**config.mk**
```make
export PLATFORM = sky130hd
export DESIGN_NAME = pop_path_ctl
export DESIGN_NICKNAME = d
export VERILOG_FILES = /design/src/rtl/pop_pkg.sv /design/src/rtl/pop_cnt_if.sv /design/src/rtl/pop_err_counter.sv /design/src/rtl/pop_path_ctl.sv
export SDC_FILE = /design/constraint.sdc
export NUM_CORES = 1
export LEC_CHECK = 0
export BUFFER_PORTS_ARGS = -buffer_cell sky130_fd_sc_hd__buf_2
export CAP_MARGIN = 20
export CORE_MARGIN = 10
export CORE_UTILIZATION = 35
export CTS_CLUSTER_SIZE = 20
export DETAILED_ROUTE_END_ITERATION = 6
export GPL_ROUTABILITY_DRIVEN = 0
export GPL_TIMING_DRIVEN = 0
export PLACE_DENSITY_LB_ADDON = 0.25
export RECOVER_POWER = 25
export SYNTH_ARGS = -nofsm -noshare
export SYNTH_HDL_FRONTEND = slang
export SYNTH_HIERARCHICAL = 1
export SYNTH_SLANG_ARGS = --single-unit
```
**constraint.sdc**
```tcl
create_clock -name mclk_i -period 2.83 [get_ports mclk_i]
set_input_delay 0.566 -clock mclk_i [delete_from_list [all_inputs] [get_ports mclk_i]]
set_output_delay 0.566 -clock mclk_i [all_outputs]
set_load 0.02 [all_outputs]
```
**src/rtl/pop_pkg.sv**
```systemverilog
// Shared constants for the path overhead and pointer control block
package pop_pkg;
    // ========================================================
    // Register offsets
    localparam logic [7:0] ADR_MASTER  = 8'h00;
    localparam logic [7:0] ADR_TX_K1   = 8'h24;
    localparam logic [7:0] ADR_RX_K1   = 8'h26;
    localparam logic [7:0] ADR_RX_K2   = 8'h27;
    localparam logic [7:0] ADR_STATUS  = 8'h30;
    localparam logic [7:0] ADR_FLAGS   = 8'h31;
    localparam logic [7:0] ADR_ENABLES = 8'h33;
    localparam logic [7:0] ADR_LABEL   = 8'h37;
    localparam logic [7:0] ADR_PAR_LO  = 8'h38;
    localparam logic [7:0] ADR_PAR_HI  = 8'h39;
    localparam logic [7:0] ADR_FE_LO   = 8'h3A;
    localparam logic [7:0] ADR_FE_HI   = 8'h3B;
    localparam logic [7:0] ADR_PAR_CTL = 8'h3D;
    localparam logic [7:0] ADR_TX_POH  = 8'h40;
    localparam logic [7:0] ADR_PTR_CTL = 8'h41;
    localparam logic [7:0] ADR_PTR_LO  = 8'h45;
    localparam logic [7:0] ADR_PTR_HI  = 8'h46;
    // ========================================================
    // Field positions
    localparam int B_LABEL = 7;
    localparam int B_LOSS  = 5;
    localparam int B_ALARM = 3;
    localparam int B_RDEF  = 2;
    localparam int B_PAR   = 1;
    localparam int B_FE    = 0;
    localparam int B_BLK   = 5;
    localparam int B_INV   = 1;
    localparam int B_INS   = 0;
    localparam int B_FRC   = 6;
    localparam int B_SPACE = 5;
    localparam int B_LOAD  = 4;
    localparam int B_NEWF  = 3;
    localparam int B_DEC   = 2;
    localparam int B_INC   = 1;
    localparam logic [7:0] FLAG_MASK   = 8'hAF;
    localparam logic [7:0] STATUS_MASK = 8'h2C;
    localparam logic [7:0] PTRC_MASK   = 8'h7E;
    localparam logic [7:0] POH_MASK    = 8'h03;
    localparam logic [7:0] BLK_MASK    = 8'h20;
    // ========================================================
    // Frame counts and pointer values
    localparam logic [1:0] K_PERSIST   = 2'h3;
    localparam logic [2:0] LABEL_FAIL  = 3'h5;
    localparam logic [7:0] EXP_LABEL   = 8'h13;
    localparam logic [3:0] MAX_ERR     = 4'h8;
    localparam logic [3:0] NEWF_NORMAL = 4'h6;
    localparam logic [1:0] SS_BITS     = 2'h0;
    localparam logic [9:0] PTR_MAX     = 10'h30E;
    localparam logic [9:0] INC_MASK    = 10'h2AA;
    localparam logic [9:0] DEC_MASK    = 10'h155;
    localparam logic [1:0] SPACING     = 2'h3;
    localparam logic [7:0] ALL_ONES    = 8'hFF;
endpackage : pop_pkg
```
**src/rtl/pop_cnt_if.sv**
```systemverilog
// Carrier between the control block and one snapshot error counter
interface pop_cnt_if;
    logic [3:0]  add;
    logic        poll;
    logic [15:0] hold;
    modport ctl (output add, output poll, input hold);
    modport cnt (input add, input poll, output hold);
endinterface : pop_cnt_if

```
**src/rtl/pop_err_counter.sv**
```systemverilog
// Sixteen-bit error accumulator with snapshot-and-clear holding register
module pop_err_counter (
    input  wire logic mclk_i,
    input  wire logic rst_n_i,
    pop_cnt_if.cnt    bus
);
    logic [15:0] accum_q;
    logic [15:0] hold_q;

    // ========================================================
    // Accumulate and snapshot
    // Coincident errors go into the snapshot, never dropped
    always_ff @(posedge mclk_i) begin
        if (!rst_n_i) begin
            accum_q <= 16'h0000;
            hold_q  <= 16'h0000;
        end else if (bus.poll) begin
            hold_q  <= accum_q + {12'h000, bus.add};
            accum_q <= 16'h0000;
        end else begin
            accum_q <= accum_q + {12'h000, bus.add};
        end
    end

    assign bus.hold = hold_q;
endmodule : pop_err_counter

```
**src/rtl/pop_path_ctl.sv**
```systemverilog
// Path overhead monitor, transmit overhead insertion and pointer generator
// Behaviour
// - Programmed K1 sent in every frame
// - Received K1/K2 update after three equal frames
// - Status register shows live pointer/alarm/defect
// - Label flag after five mismatching frames
// - Hold label byte that caused mismatch
// - Change flags set, cleared by read
// - Parity and far-end flags, cleared by read
// - Enable bits gate each path interrupt
// - Sixteen-bit parity error counter, two bytes
// - Counter or master write snapshots and clears
// - Coincident error counted during poll
// - Master write polls all section counters
// - Sixteen-bit far-end error counter, two bytes
// - Block mode counts one per errored SPE
// - Invert bit corrupts transmitted parity byte
// - Alarm insert fills SPE and pointer ones
// - Force sends programmed pointer, at least once
// - Spacing bit limits stuffs to one per four
// - Load legal pointer next frame, then clear
// - New data flag forced or normal pattern
// - Stuff bits act once, blocked by fixed mode
// - Ten-bit pointer from two registers
// - Flag value from high nibble
module pop_path_ctl
    import pop_pkg::*;
(
    input  wire logic       mclk_i,
    input  wire logic       rst_n_i,
    input  wire logic [7:0] adr_i,
    input  wire logic [7:0] wdata_i,
    input  wire logic       wr_i,
    input  wire logic       rd_i,
    output logic      [7:0] rdata_o,
    input  wire logic       rx_frame_i,
    input  wire logic [7:0] rx_k1_i,
    input  wire logic [7:0] rx_k2_i,
    input  wire logic [7:0] rx_label_i,
    input  wire logic       pointer_loss_status_i,
    input  wire logic       path_alarm_status_i,
    input  wire logic       path_remote_defect_status_i,
    input  wire logic       rx_spe_done_i,
    input  wire logic [3:0] rx_parity_errs_i,
    input  wire logic [3:0] rx_far_end_i,
    input  wire logic       fixed_pointer_mode_i,
    input  wire logic       tx_frame_i,
    input  wire logic [7:0] tx_parity_calc_i,
    output logic      [7:0] tx_k1_o,
    output logic      [7:0] tx_parity_o,
    output logic            tx_alarm_fill_o,
    output logic      [7:0] tx_h1_o,
    output logic      [7:0] tx_h2_o,
    output logic      [9:0] tx_spe_offset_o,
    output logic            tx_stuff_inc_o,
    output logic            tx_stuff_dec_o,
    output logic            tc_poll_o,
    output logic            irq_o
);
    import pop_pkg::*;

    // ========================================================
    // Registers
    logic [7:0] tx_aps_first_byte_value_q;
    logic [7:0] enables_q;
    logic [7:0] flags_q;
    logic [7:0] flags_d;
    logic [7:0] par_ctl_q;
    logic [7:0] poh_ctl_q;
    logic [7:0] ptr_ctl_q;
    logic [7:0] ptr_lo_q;
    logic [7:0] ptr_hi_q;
    logic [7:0] captured_label_byte_q;
    logic [7:0] rx_k1_q, rx_k2_q, k1_cand_q, k2_cand_q;
    logic [1:0] k1_run_q, k2_run_q;
    logic [2:0] label_run_q;
    logic [2:0] status_prev_q;
    logic [9:0] ptr_q;
    logic [1:0] since_stuff_q;
    logic       force_pend_q;

    wire logic [9:0] programmed_pointer_value = {ptr_hi_q[1:0], ptr_lo_q};
    wire logic [3:0] new_data_flag_value = ptr_hi_q[7:4];
    wire logic [2:0] status_now = {pointer_loss_status_i, path_alarm_status_i,
                                   path_remote_defect_status_i};
    wire logic       wr_hit_flags = rd_i && (adr_i == ADR_FLAGS);
    wire logic       poll = wr_i && (adr_i == ADR_MASTER || adr_i == ADR_PAR_LO ||
                            adr_i == ADR_PAR_HI || adr_i == ADR_FE_LO ||
                            adr_i == ADR_FE_HI);

    pop_cnt_if par_bus ();
    pop_cnt_if fe_bus ();

    // ========================================================
    // Counters
    logic [3:0] par_add, fe_add;
    always_comb begin
        par_add = 4'h0;
        if (rx_spe_done_i && rx_parity_errs_i != 4'h0) begin
            if (par_ctl_q[B_BLK]) par_add = 4'h1;
            else if (rx_parity_errs_i > MAX_ERR) par_add = MAX_ERR;
            else par_add = rx_parity_errs_i;
        end
        // Far-end codes above the maximum carry no errors
        fe_add = (rx_frame_i && rx_far_end_i <= MAX_ERR) ? rx_far_end_i : 4'h0;
    end

    assign par_bus.add  = par_add;
    assign par_bus.poll = poll;
    assign fe_bus.add   = fe_add;
    assign fe_bus.poll  = poll;

    pop_err_counter u_par_cnt (.mclk_i(mclk_i), .rst_n_i(rst_n_i), .bus(par_bus));
    pop_err_counter u_fe_cnt  (.mclk_i(mclk_i), .rst_n_i(rst_n_i), .bus(fe_bus));

    always_ff @(posedge mclk_i) begin
        if (!rst_n_i) tc_poll_o <= 1'b0;
        else tc_poll_o <= wr_i && (adr_i == ADR_MASTER);
    end

    // ========================================================
    // Software written registers
    always_ff @(posedge mclk_i) begin
        if (!rst_n_i) begin
            tx_aps_first_byte_value_q <= 8'h00;
            enables_q <= 8'h00;
            par_ctl_q <= 8'h00;
            poh_ctl_q <= 8'h00;
            ptr_lo_q  <= 8'h00;
            ptr_hi_q  <= 8'h00;
        end else if (wr_i) begin
            unique case (adr_i)
                ADR_TX_K1:   tx_aps_first_byte_value_q <= wdata_i;
                ADR_ENABLES: enables_q <= wdata_i & FLAG_MASK;
                ADR_PAR_CTL: par_ctl_q <= wdata_i & BLK_MASK;
                ADR_TX_POH:  poh_ctl_q <= wdata_i & POH_MASK;
                ADR_PTR_LO:  ptr_lo_q  <= wdata_i;
                ADR_PTR_HI:  ptr_hi_q  <= wdata_i;
                default:     ;
            endcase
        end
    end

    // ========================================================
    // Receive K1/K2 persistence
    always_ff @(posedge mclk_i) begin
        if (!rst_n_i) begin
            rx_k1_q <= 8'h00;
            rx_k2_q <= 8'h00;
            k1_cand_q <= 8'h00;
            k2_cand_q <= 8'h00;
            k1_run_q <= 2'h0;
            k2_run_q <= 2'h0;
        end else if (rx_frame_i) begin
            k1_cand_q <= rx_k1_i;
            k2_cand_q <= rx_k2_i;
            k1_run_q <= (rx_k1_i == k1_cand_q && k1_run_q != K_PERSIST) ? k1_run_q + 2'h1
                        : (rx_k1_i == k1_cand_q ? K_PERSIST : 2'h1);
            k2_run_q <= (rx_k2_i == k2_cand_q && k2_run_q != K_PERSIST) ? k2_run_q + 2'h1
                        : (rx_k2_i == k2_cand_q ? K_PERSIST : 2'h1);
            if (rx_k1_i == k1_cand_q && k1_run_q == K_PERSIST - 2'h1)
                rx_k1_q <= rx_k1_i;
            if (rx_k2_i == k2_cand_q && k2_run_q == K_PERSIST - 2'h1)
                rx_k2_q <= rx_k2_i;
        end
    end

    // ========================================================
    // Label mismatch and event flags
    wire logic label_bad   = rx_frame_i && rx_label_i != EXP_LABEL;
    wire logic label_event = label_bad && label_run_q == LABEL_FAIL - 3'h1;

    always_ff @(posedge mclk_i) begin
        if (!rst_n_i) begin
            label_run_q <= 3'h0;
            captured_label_byte_q <= 8'h00;
        end else if (rx_frame_i) begin
            if (!label_bad) label_run_q <= 3'h0;
            else if (label_run_q != LABEL_FAIL) label_run_q <= label_run_q + 3'h1;
            if (label_event) captured_label_byte_q <= rx_label_i;
        end
    end

    always_comb begin
        flags_d = wr_hit_flags ? 8'h00 : flags_q;
        // Setting after the read clear so a coincident event survives
        if (label_event) flags_d[B_LABEL] = 1'b1;
        if (status_now[2] != status_prev_q[2]) flags_d[B_LOSS] = 1'b1;
        if (status_now[1] != status_prev_q[1]) flags_d[B_ALARM] = 1'b1;
        if (status_now[0] != status_prev_q[0]) flags_d[B_RDEF] = 1'b1;
        if (par_add != 4'h0) flags_d[B_PAR] = 1'b1;
        if (fe_add != 4'h0) flags_d[B_FE] = 1'b1;
    end

    always_ff @(posedge mclk_i) begin
        if (!rst_n_i) begin
            flags_q <= 8'h00;
            status_prev_q <= 3'h0;
            irq_o <= 1'b0;
        end else begin
            flags_q <= flags_d;
            status_prev_q <= status_now;
            irq_o <= |(flags_d & enables_q);
        end
    end

    // ========================================================
    // Read data
    always_ff @(posedge mclk_i) begin
        if (!rst_n_i) begin
            rdata_o <= 8'h00;
        end else if (rd_i) begin
            unique case (adr_i)
                ADR_TX_K1:   rdata_o <= tx_aps_first_byte_value_q;
                ADR_RX_K1:   rdata_o <= rx_k1_q;
                ADR_RX_K2:   rdata_o <= rx_k2_q;
                ADR_STATUS:  rdata_o <= {2'h0, status_now[2], 1'b0, status_now[1:0],
                                         2'h0};
                ADR_FLAGS:   rdata_o <= flags_q;
                ADR_ENABLES: rdata_o <= enables_q;
                ADR_LABEL:   rdata_o <= captured_label_byte_q;
                ADR_PAR_LO:  rdata_o <= par_bus.hold[7:0];
                ADR_PAR_HI:  rdata_o <= par_bus.hold[15:8];
                ADR_FE_LO:   rdata_o <= fe_bus.hold[7:0];
                ADR_FE_HI:   rdata_o <= fe_bus.hold[15:8];
                ADR_PAR_CTL: rdata_o <= par_ctl_q;
                ADR_TX_POH:  rdata_o <= poh_ctl_q;
                ADR_PTR_CTL: rdata_o <= ptr_ctl_q;
                ADR_PTR_LO:  rdata_o <= ptr_lo_q;
                ADR_PTR_HI:  rdata_o <= ptr_hi_q;
                default:     rdata_o <= 8'h00;
            endcase
        end
    end

    // ========================================================
    // Pointer generator decisions
    wire logic stuff_ok  = !ptr_ctl_q[B_SPACE] || since_stuff_q == SPACING;
    wire logic do_alarm  = poh_ctl_q[B_INS];
    wire logic do_load   = !do_alarm && ptr_ctl_q[B_LOAD];
    wire logic do_force  = !do_alarm && !do_load && (ptr_ctl_q[B_FRC] || force_pend_q);
    wire logic stuff_sel = !do_alarm && !do_load && !do_force && !fixed_pointer_mode_i
                           && stuff_ok;
    wire logic do_inc    = stuff_sel && ptr_ctl_q[B_INC];
    wire logic do_dec    = stuff_sel && !ptr_ctl_q[B_INC] && ptr_ctl_q[B_DEC];
    wire logic load_ok   = programmed_pointer_value <= PTR_MAX;
    wire logic [3:0] newf = (ptr_ctl_q[B_NEWF] || (do_load && load_ok))
                            ? new_data_flag_value : NEWF_NORMAL;
    logic [9:0] send_ptr;

    always_comb begin
        send_ptr = ptr_q;
        if (do_force) send_ptr = programmed_pointer_value;
        else if (do_load && load_ok) send_ptr = programmed_pointer_value;
        else if (do_inc) send_ptr = ptr_q ^ INC_MASK;
        else if (do_dec) send_ptr = ptr_q ^ DEC_MASK;
    end

    // ========================================================
    // Pointer control register with hardware clears
    // A software write in the same cycle wins over the clear
    always_ff @(posedge mclk_i) begin
        if (!rst_n_i) begin
            ptr_ctl_q <= 8'h00;
        end else if (wr_i && adr_i == ADR_PTR_CTL) begin
            ptr_ctl_q <= wdata_i & PTRC_MASK;
        end else if (tx_frame_i) begin
            if (do_load) ptr_ctl_q[B_LOAD] <= 1'b0;
            if (do_inc) ptr_ctl_q[B_INC] <= 1'b0;
            if (do_dec) ptr_ctl_q[B_DEC] <= 1'b0;
        end
    end

    always_ff @(posedge mclk_i) begin
        if (!rst_n_i) begin
            force_pend_q <= 1'b0;
        end else if (wr_i && adr_i == ADR_PTR_CTL && wdata_i[B_FRC]) begin
            force_pend_q <= 1'b1;
        end else if (tx_frame_i && do_force) begin
            force_pend_q <= 1'b0;
        end
    end

    always_ff @(posedge mclk_i) begin
        if (!rst_n_i) begin
            ptr_q <= 10'h000;
            since_stuff_q <= SPACING;
        end else if (tx_frame_i) begin
            if (do_load && load_ok) ptr_q <= programmed_pointer_value;
            else if (do_inc) ptr_q <= (ptr_q == PTR_MAX) ? 10'h000 : ptr_q + 10'h001;
            else if (do_dec) ptr_q <= (ptr_q == 10'h000) ? PTR_MAX : ptr_q - 10'h001;
            if (do_inc || do_dec) since_stuff_q <= 2'h0;
            else if (since_stuff_q != SPACING) since_stuff_q <= since_stuff_q + 2'h1;
        end
    end

    // ========================================================
    // Transmit overhead outputs; pointer bytes, offset and stuff flags held for the frame
    always_ff @(posedge mclk_i) begin
        if (!rst_n_i) begin
            tx_k1_o <= 8'h00;
            tx_parity_o <= 8'h00;
            tx_alarm_fill_o <= 1'b0;
            tx_h1_o <= 8'h00;
            tx_h2_o <= 8'h00;
            tx_spe_offset_o <= 10'h000;
            tx_stuff_inc_o <= 1'b0;
            tx_stuff_dec_o <= 1'b0;
        end else begin
            tx_k1_o <= tx_aps_first_byte_value_q;
            tx_parity_o <= tx_parity_calc_i ^ {8{poh_ctl_q[B_INV]}};
            tx_alarm_fill_o <= do_alarm;
            if (tx_frame_i) begin
                tx_h1_o <= do_alarm ? ALL_ONES : {newf, SS_BITS, send_ptr[9:8]};
                tx_h2_o <= do_alarm ? ALL_ONES : send_ptr[7:0];
                tx_spe_offset_o <= (do_load && load_ok) ? programmed_pointer_value : ptr_q;
                tx_stuff_inc_o <= do_inc;
                tx_stuff_dec_o <= do_dec;
            end
        end
    end
endmodule : pop_path_ctl

```
* After elaboration in Yosys (flattened, before gate mapping)
Cells that the tools add are included.
** Operators by class
- $add $sub $neg :: 8
- Multiply operators :: 0
- Divide/modulo/power cells :: 0
- Order comparisons :: 3
- Equality and inequality tests :: 32
- Shifts and indexed selects :: 0
- Multiplexer cells :: 42
- Bitwise logic cells :: 5
- Reduce and logical (&&, ||, !) cells :: 67
** Operators with widths (count)
- case mux 8 bit (16 select lines) :: 1
- equality test 8 x 6 -> 1 bit, second input constant :: 12
- 2-to-1 mux 10 bit :: 9
- adder 16 x 4 -> 16 bit :: 2
- equality test 8 x 7 -> 1 bit, second input constant :: 4
- AND reduction 2 bit :: 15
- logical AND 1 bit :: 24
- 2-to-1 mux 8 bit :: 3
- 2-to-1 mux 4 bit :: 5
- equality test 8 bit :: 2
- 2-to-1 mux 2 bit :: 8
- 2-to-1 mux 1 bit :: 13
- nonzero test 2 bit :: 6
- nonzero test 4 bit :: 3
- adder 10 x 1 -> 10 bit, second input constant :: 1
- equality test 10 bit, second input constant :: 1
- <= comparator 10 bit, second input constant :: 1
- logical NOT 10 bit :: 1
- NOT 5 bit :: 2
- subtractor 10 x 1 -> 10 bit, second input constant :: 1
- 2-to-1 mux 9 bit :: 1
- bitwise AND 8 bit :: 1
- logical NOT 8 bit :: 1
- logical OR 1 bit :: 8
- other kinds (18) :: 32
** Storage, ports and cells
- Register bits :: 229
- Bits in latches :: 0
- Memory bits (writable) :: 0
- Memory bits (read-only) :: 0
- Bits of input ports :: 67
- Output and inout bits :: 55
- Memories kept :: 0

* Longest topological paths before layout
Gate-level depths: netlist of run 1.
- Depth in word-level cells :: 16
- Gate-level depth with buffers :: 10
- Depth with buffers taken out :: 8

* Cells and area by module
The synthesis of run 1 kept the hierarchy.
** Modules (own cells, without submodules)
- pop_path_ctl :: times used 1, cells each 964, area each 8271.7 um^2
- pop_err_counter :: times used 2, cells each 143, area each 1353.8 um^2

* Worst setup path before layout of run 1
Ideal clock, no wire load.
- Kind :: input to register
- Start :: input port rx_frame_i
- End :: register u_fe_cnt.hold_q[11], in the netlist u_fe_cnt/bus.hold[11]
- Setup time :: 74 ps
- Data arrival time :: 2628 ps
- Data required time :: 2756 ps
- Setup slack :: 127 ps
- Stages :: 9
- Path buffers :: 3
- Cell sequence :: clkbuf_1 > buf_1 > and3_1 > ha_1 > o21a_2 > a21oi_2 > buf_6 > or4_4 > a31oi_1
** On the way
- Cells in the longest elaborated chain, start to end :: 3
** Ends and longest elaborated chain
- start, declared :: RTL line pop_path_ctl.sv:36 : input wire logic rx_frame_i,
- logical AND 1 bit :: RTL line pop_path_ctl.sv:105 : fe_add = (rx_frame_i && rx_far_end_i <= MAX_ERR) ? rx_far_end_i : 4'h0;
- 2-to-1 mux 4 bit :: RTL line pop_path_ctl.sv:105
- named net fe_add[3] :: RTL line pop_path_ctl.sv:96 : logic [3:0] par_add, fe_add;
- adder 16 x 4 -> 16 bit :: RTL line pop_err_counter.sv:18 : hold_q <= accum_q + {12'h000, bus.add};
- end signal, assigned :: RTL line pop_err_counter.sv:18
- end, declared :: RTL line pop_err_counter.sv:8 : logic [15:0] hold_q;
The timed path passes the listed nets, and every way through them passes these cells.
A chain may end at the register's enable or synchronous reset.

* Worst setup path after layout of run 1
- Start :: input port adr_i[1]
- End :: register u_fe_cnt.accum_q[2]
** On the way
- Cells in the longest elaborated chain, start to end :: 7
** Ends and longest elaborated chain
- start, declared :: RTL line pop_path_ctl.sv:31 : input wire logic [7:0] adr_i,
- equality test 8 x 6 -> 1 bit / logical NOT 8 bit (equally long branches) :: RTL line pop_path_ctl.sv:87 : wire logic poll = wr_i && (adr_i == ADR_MASTER || adr_i == ADR_PAR_LO ||
- logical OR 1 bit (2 in series) :: RTL line pop_path_ctl.sv:87
- logical OR 1 bit :: RTL line pop_path_ctl.sv:88 : adr_i == ADR_PAR_HI || adr_i == ADR_FE_LO ||
- logical OR 1 bit * :: RTL line pop_path_ctl.sv:88
- logical AND 1 bit * :: RTL line pop_path_ctl.sv:87
- named net fe_bus.poll :: RTL line pop_cnt_if.sv:4 : logic poll;
- OR reduction 2 bit (no source line) *
- end signal, assigned :: RTL line pop_err_counter.sv:21 : accum_q <= accum_q + {12'h000, bus.add};
- end, declared :: RTL line pop_err_counter.sv:7 : logic [15:0] accum_q;
Mark *: on every way through the listed nets, which the timed path passes. The rest lies on a longest branch.

==> run_results.csv, run 1 <==
group,metric,value,unit
worst_setup_path,endpoint,"u_fe_cnt/accum_q[2]",
logic_synthesis,yosys.area.top_type,"dfxtp_1",
worst_setup_path,slowest_delay,0.31,ns
clock_tree,cts_buffers,27,
cells_and_area,layout-drive-gt1-share,14.27,%
cells_and_area,fill_cells,3104,
floorplanning,die_h,197.1,um
drt,vias_per_cell,5.551,
floorplanning,io_pins,122,
power_and_ir_drop,powerDensity,573.4,mW/mm^2
timing,fin_setup_tns,0,ns
logic_synthesis,synth_seq_cells,226,
drt,drt_wl_total,36.17,mm
logic_synthesis,synthTopCellsByArea,"dfxtp_1 (41%), mux2i_1 (7.7%), nor2_1 (4.2%)",
global_route,grt_first_pass_wirelength,55.23,mm
timing,fin_crit_sh,94.79,%
clock_tree,clkLatencyLatePin,0.55,ns
job,cap_viol_max_count,0,
placement,hpwl,27.25,mm
cells_and_area,multi_input_area,0.005964,sq mm
drt,vias,10090,
timing,hold_viol_final,0,
floorplanning,coreArea,0.03075,sq mm
worst_setup_path,worstSetupStartpoint,"adr_i[1]",
clock_tree,postCtsSetupBuffers,0,
logic_synthesis,synth_common_cells,"dfxtp_1 (226), nor2_1 (123), nand2_1 (112), a21oi_1 (88), mux2i_1 (84)",
power_and_ir_drop,vdd_drop_max,0.5639,mV
clock_tree,cts_htree_levels,1,
floorplanning,die_area,0.03885,sq mm
global_route,grt-ovfl-total,0,
placement,placed_cells,1766,
worst_setup_path,path_class,"primary input to flip-flop",
clock_tree,clkTransAtPathRegs,0.06,ns
timing,worst_slew_pin_slew,0.9247,ns
logic_synthesis,yosysUniqueCellTypes,87,
logic_synthesis,syn_area_per_cell,8.783,sq um
logic_synthesis,synth_area,0.01098,sq mm
timing,finalClockSkew,0.01291,ns
timing,finalSetupViolCount,0,
logic_synthesis,synth_top_family_by_area,"simple AND/OR/NAND/NOR gates",
drt,routedWlPerCell,19.91,um
worst_setup_path,critPathCaptureType,"flip-flop",
worst_setup_path,crit_path_top_delay_cell,"clkbuf_2",
logic_synthesis,synthArstFlopShare,0,%
timing,layout_min_cycle_time,2.683,ns
worst_setup_path,path_max_fanout,10,
logic_synthesis,synth-simple-area-share,19.75,%
drt,drt_first_iter_violations,930,
global_route,antenna_found_initial,5,
timing,holdWs,0.2678,ns
placement,dpl_worst_slack,-1.289,ns
worst_setup_path,crit_required,3.25,ns
cells_and_area,stdcell_area,0.01297,sq mm
timing,fmax,372.8,MHz
logic_synthesis,yosys.area_share.adder,2.530,%
timing,slew_headroom,38.35,%
placement,placed_area,0.01208,sq mm
logic_synthesis,synth_xor_area_share,3.350,%
cells_and_area,final_cells,1817,
floorplanning,start_util,35.71,%
run_status,status,"finished clean",
logic_synthesis,syn_inst,1250,
logic_synthesis,synth_edf_count,0,
logic_synthesis,synth_top_area_share,41.21,%
logic_synthesis,yosysWarnings,6,
worst_hold_path,worstHoldPathType,"primary input to flip-flop",
logic_synthesis,syn_nets,1338,
worst_setup_path,r2r-start,"ptr_q[0]",
timing,rsz0062_at_grt,"false",
worst_setup_path,start_kind,"primary input",
drt,first_pass_iters,5,
clock_tree,cts_num_sinks,226,
worst_setup_path,arrival,3.10,ns
drt,drc,0,
floorplanning,die_w,197.1,um
logic_synthesis,synth_mux_area_share,8.889,%
logic_synthesis,ys_seq_area_share,41.21,%
drt,antenna_left,0,
cells_and_area,fin_nets,1486,
global_route,grt_start_max_net_pins,16,
logic_synthesis,synth.most_common_cell,"dfxtp_1",
clock_tree,cts_tree,"done",
clock_tree,clockRootBuffer,"clkbuf_16",
global_route,grt_usage,17.76,%
placement,io_buffers,120,
timing,drv_slew,0,
cells_and_area,ff_latch_area,0.004524,sq mm
worst_setup_path,r2r_slack,0.23,ns
logic_synthesis,synth_compound_area_share,19.72,%
global_route,grt_pass1_vias,9628,
worst_setup_path,worst_r2r_path_depth,9,
worst_setup_path,path_cells,"buf_2, clkbuf_1, nor2_4, clkbuf_2, nand3_1, a21boi_1, clkbuf_2, inv_1, nand2_1, buf_2, nor2_1",
worst_setup_path,reg2reg_to,"ptr_q[5]",
logic_synthesis,ys.flop_type,"dfxtp_1",
clock_tree,cts_buffer_depth,3,
power_and_ir_drop,power.leakage,0.005051,uW
floorplanning,row_count,64,
timing,setup_slack,0.1474,ns
cells_and_area,syn2layout_area_growth,18.12,%
==> layout by cell type (no fill, tap or decap), types with 8 or more instances in the layout <==
cell type	Yosys	final
o21ai_0	81	81
mux2i_1	84	84
mux2_2	8	8
a21oi_1	88	88
buf_2	8	94
nand4_1	16	16
nor2_1	123	121
o31ai_1	16	16
clkbuf_1	57	93
xor2_1	13	13
nand3_1	36	36
and3_1	12	12
nand2b_1	14	14
ha_1	19	19
and2_1	19	16
nand2_1	112	112
inv_1	29	30
clkbuf_16	0	27
nor2b_1	15	15
or3_1	12	12
a32oi_1	8	8
xnor2_1	29	29
a22oi_1	17	17
dfxtp_1	226	226
a31oi_1	34	34
nor3_1	9	9
or4_4	9	9
a311oi_1	13	13
==> per-stage QoR <==
stage | util, % | total power [uW]
2_1_floorplan | - | 3676
3_3_place_gp | 39.27 | 3900
3_5_place_dp | 39.27 | 3909
4_1_cts | 42.30 | 7493
5_1_grt | 42.18 | 7652
6_report | 42.18 | 7437
==> sequential cells by signal, summed over array words and instances, names as in the netlist, 8 cells and up <==
signal                     count
tx_spe_offset_o               10
tx_h2_o                        8
u_par_cnt/accum_q             16
k2_cand_q                      8
k1_cand_q                      8
u_par_cnt/bus.hold            16
u_fe_cnt/bus.hold             16
captured_label_byte_q          8
ptr_lo_q                       8
tx_k1_o                        8
tx_aps_first_byte_value_q      8
rdata_o                        8
ptr_hi_q                       8
u_fe_cnt/accum_q              16
rx_k1_q                        8
rx_k2_q                        8
tx_parity_o                    8
ptr_q                         10
==> routing by layer <==
| metal | global-route usage [%] | vias up | wire, um |
|---|---|---|---|
| met4 | 6.494 | 0 | 1188 |
| met1 | 23.28 | 4795 | 16220 |
| met3 | 3.356 | 72 | 2632 |
| met2 | 28.50 | 367 | 16130 |
| li1 | - | 4852 | - |
| met5 | 0 | - | 0 |
==> repair_timing <==
item,CTS,global route
gates resized for setup,9,4
hold buffers,0,0
endpoints found under the setup margin,64,36
==> kinds of logic after synthesis <==
family          Yosys count
mux                      94
fa+ha+maj                21
simple gates            421
buf+inv                 113
xor+xnor                 42
compound gates          333
flops                   226
==> power by group <==
part	internal (uW)	switching, uW
Clock	2170	1420
Sequential	3250	42.3
Combinational	193	355
==> layout make-up <==
class                      instances  share of cell area (%)
antenna                            5                 0.09648
buffer                            82                   3.000
clock buffer                      33                   5.538
clock inverter                    14                   1.515
inverter                          30                  0.8683
multi-input combinational        911                   45.99
sequential                       226                   34.89
tap                              396                   3.821
timing repair buffer             120                   4.284
==> worst max-delay path, delay by kind of cell <==
family / cells / cell delay (ns)
buffers and inverters: 6 / 1.49
AND/OR/NAND/NOR: 4 / 0.78
AO/OA/AOI/OAI: 1 / 0.27
==> worst min-delay path by stage <==
stage	to	depth (start not counted)	startpoint
floorplan	tx_k1_o[6]	2	tx_aps_first_byte_value_q[6]
global placement	rdata_o[1]	2	rdata_o[1]
detailed placement	rdata_o[1]	2	rdata_o[1]
CTS	tx_parity_o[7]	3	tx_parity_calc_i[7]
global route	tx_parity_o[7]	3	tx_parity_calc_i[7]
finish	tx_parity_o[7]	3	tx_parity_calc_i[7]
(Power assumes the default switching activity.)
==> run 2: changes to the inputs <==
Settings changed: ABC_AREA set to 1, CORE_MARGIN 10 to not set.
==> run 2 against run 1 <==
Cell area rose by 3.4%. Routed wire length fell by 0.27%. Cell count rose by 26%. Via count rose by 14%. Synthesized area rose by 4.1%. Register-to-register slack improved by 0.49 ns. Combinational power barely moved. Synthesized cell count rose by 35%. Sequential power barely moved. Critical path type unchanged. Largest cell class unchanged. Largest power group unchanged. Highest routed layer is now met5.
==> run_results.csv, run 2 <==
group,metric,value,unit
logic_synthesis,syn_inst,1685,
worst_setup_path,critical_path_depth,12,
floorplanning,die_h,182.7,um
worst_setup_path,crit_path_top_delay_cell,"nor2_1",
floorplanning,io_pins,122,
drt,vias_per_cell,5.011,
clock_tree,cts_num_sinks,226,
placement,placed_cells,2238,
logic_synthesis,synth_compound_area_share,13.30,%
logic_synthesis,synth_seq_cells,226,
cells_and_area,stdcell_area,0.01341,sq mm
worst_setup_path,slowest_delay,0.49,ns
worst_setup_path,crit_buf_inv,5,
job,cap_viol_max_count,0,
timing,hold_viol_final,0,
logic_synthesis,synth-simple-area-share,33.67,%
drt,drc,0,
power_and_ir_drop,powerDensity,542.5,mW/mm^2
power_and_ir_drop,vdd_drop_max,0.4758,mV
logic_synthesis,synth_xor_area_share,2.529,%
global_route,grt_start_max_net_pins,14,
logic_synthesis,synthArstFlopShare,0,%
timing,fin_crit_sh,88.51,%
clock_tree,clkLatencyLatePin,0.55,ns
placement,io_buffers,118,
clock_tree,cts_resized,0,
cells_and_area,layout-drive-gt1-share,11.66,%
logic_synthesis,yosys.area.top_type,"dfxtp_1",
logic_synthesis,synth_area,0.01143,sq mm
global_route,grt_pass1_vias,10580,
worst_setup_path,crit_required,3.30,ns
worst_setup_path,r2r_slack,0.72,ns
power_and_ir_drop,power.leakage,0.006028,uW
logic_synthesis,synth_edf_count,0,
timing,layout_min_cycle_time,2.505,ns
worst_hold_path,worstHoldPathType,"primary input to flip-flop",
timing,rsz0062_at_grt,"false",
global_route,grt_first_pass_wirelength,56.97,mm
drt,vias,11470,
drt,antenna_left,0,
logic_synthesis,synth_top_area_share,39.58,%
cells_and_area,final_cells,2289,
logic_synthesis,yosysUniqueCellTypes,41,
worst_hold_path,min_path_cells,3,
logic_synthesis,syn_nets,1773,
clock_tree,cts_hold_buf,0,
worst_setup_path,path_cells,"clkbuf_1, inv_1, nand2_1, nor2_1, inv_1, nor3_1, o21ai_0, inv_1, nand2_1, inv_1, nand3_1, nand2_1",
timing,drv_slew,0,
worst_setup_path,worstSetupStartpoint,"adr_i[3]",
timing,worst_slew_pin_slew,0.8952,ns
logic_synthesis,synth_mux_area_share,0,%
clock_tree,cts_tree,"done",
drt,routedWlPerCell,15.76,um
logic_synthesis,ys.flop_type,"dfxtp_1",
cells_and_area,multi_input_area,0.005936,sq mm
logic_synthesis,ys_seq_area_share,39.58,%
worst_setup_path,worst_r2r_path_depth,11,
worst_setup_path,cpLargestDelayFamily,"simple AND/OR/NAND/NOR gates",
floorplanning,die_area,0.03338,sq mm
cells_and_area,fill_cells,3452,
drt,first_pass_iters,5,
floorplanning,coreArea,0.03188,sq mm
cells_and_area,fin_nets,1920,
timing,finalSetupViolCount,0,
floorplanning,start_util,35.85,%
run_status,status,"finished clean",
logic_synthesis,yosys.area_share.adder,2.430,%
floorplanning,die_w,182.7,um
clock_tree,cts_htree_levels,1,
timing,fmax,399.2,MHz
drt,drt_first_iter_violations,1031,
logic_synthesis,synthTopCellsByArea,"dfxtp_1 (40%), nand2_1 (13%), nand3_1 (7.8%)",
cells_and_area,syn2layout_area_growth,17.29,%
clock_tree,clkTransAtPathRegs,0.06,ns
global_route,grt-ovfl-total,0,
worst_setup_path,arrival,2.98,ns
global_route,antenna_found_initial,2,
clock_tree,postCtsSetupBuffers,0,
logic_synthesis,synth_top_family_by_area,"simple AND/OR/NAND/NOR gates",
timing,fin_setup_tns,0,ns
worst_setup_path,reg2reg_to,"ptr_q[0]",
worst_setup_path,path_max_fanout,10,
floorplanning,row_count,65,
drt,drt_wl_total,36.08,mm
cells_and_area,final_common_cell,"nand2_1",
global_route,grt_usage,21.50,%
logic_synthesis,yosysWarnings,6,
cells_and_area,final_cell_mix,"nand2_1 (404), dfxtp_1 (226), nand3_1 (178), nor2_1 (171), inv_1 (167)",
clock_tree,cts_buffer_depth,3,
worst_setup_path,r2r-start,"ptr_q[0]",
power_and_ir_drop,finalPower,7273,uW
clock_tree,clockRootBuffer,"clkbuf_16",
worst_setup_path,path_common_cell,"inv_1",
timing,slew_headroom,40.32,%
worst_setup_path,endpoint,"u_par_cnt/bus.hold[9]",
timing,finalClockSkew,0.01777,ns
logic_synthesis,syn_area_per_cell,6.783,sq um
placement,placed_area,0.01256,sq mm
worst_setup_path,start_kind,"primary input",
placement,hpwl,27.42,mm
worst_setup_path,path_class,"primary input to flip-flop",
cells_and_area,fin_util,42.05,%
worst_setup_path,critPathCaptureType,"flip-flop",
logic_synthesis,synth_common_cells,"nand2_1 (404), dfxtp_1 (226), nand3_1 (178), nor2_1 (171), inv_1 (167)",
cells_and_area,ff_latch_area,0.004524,sq mm
logic_synthesis,synth.most_common_cell,"nand2_1",
clock_tree,cts_buffers,27,
==> run 2: changes by cell type after synthesis, sizes merged, moves of 17 or more <==
cell,change
a22oi,-17
and2,-18
o21ai,+50
nand2,+305
mux2i,-84
clkbuf,-22
a21oi,+40
nor2,+75
a31oi,-27
inv,+139
nand4,+17
nand3,+143
==> run 2: layout make-up <==
class	count	area share, %
Timing Repair Buffer	118	4.060
Tap cell	435	4.060
Buffer	71	2.352
Clock inverter	16	0.9240
Inverter	174	4.872
Antenna cell	1	0.01867
Clock buffer	34	5.684
Sequential cell	226	33.75
Multi-Input combinational cell	1214	44.28
==> run 2: power by group <==
part           leakage [uW]  internal [uW]  switching, uW
Combinational       0.00374            169            383
Sequential          0.00184           3250           37.9
Clock              0.000452           2000           1430
==> run 2: kinds of logic after synthesis <==
family | count (synthesis)
buffers and inverters | 245
flip-flops | 226
adder cells (fa/ha/maj) | 21
AO/OA/AOI/OAI | 290
AND/OR/NAND/NOR | 870
XOR/XNOR | 33
==> run 2: worst reg2reg max path: stages, from the launching register on <==
cell and delay, ns:
dfxtp_1 0.37, inv_1 0.25, ha_1 0.22, inv_1 0.04, nor2_1 0.18, nand2_1 0.15, nor2_2 0.17, nand3_1 0.21
nand3_1 0.15, nand3_1 0.09, nand2_1 0.08, a21oi_1 0.06
==> run 2: routing by layer <==
metal / global-route usage (%) / vias up / share of wire [%]
met5: 0 / - / 0.036
met4: 6.723 / 2 / 2.9
met3: 3.093 / 63 / 6.5
met2: 34.03 / 395 / 44
met1: 29.99 / 5230 / 47
li1: - / 5780 / -
==> run 2: how the worst min path moves through the flow <==
stage,slack (ns),end,start
2_1_floorplan,0.41,tx_k1_o[0],tx_aps_first_byte_value_q[0]
3_3_place_gp,0.42,tx_k1_o[0],tx_aps_first_byte_value_q[0]
3_5_place_dp,0.42,tx_k1_o[0],tx_aps_first_byte_value_q[0]
4_1_cts,0.23,status_prev_q[0],path_remote_defect_status_i
5_1_grt,0.27,status_prev_q[0],path_remote_defect_status_i
6_report,0.25,status_prev_q[0],path_remote_defect_status_i
==> run 2: metrics by stage <==
| stage | hold WS [ns] | worst slack (ns) |
|---|---|---|
| 3_3_place_gp | 0.4180 | -0.2536 |
| 6_report | 0.2451 | 0.3252 |
| 5_1_grt | 0.2668 | 0.03158 |
| 4_1_cts | 0.2294 | 0.2953 |
| 3_5_place_dp | 0.4176 | -0.2703 |
| 2_1_floorplan | 0.4071 | 0.3364 |
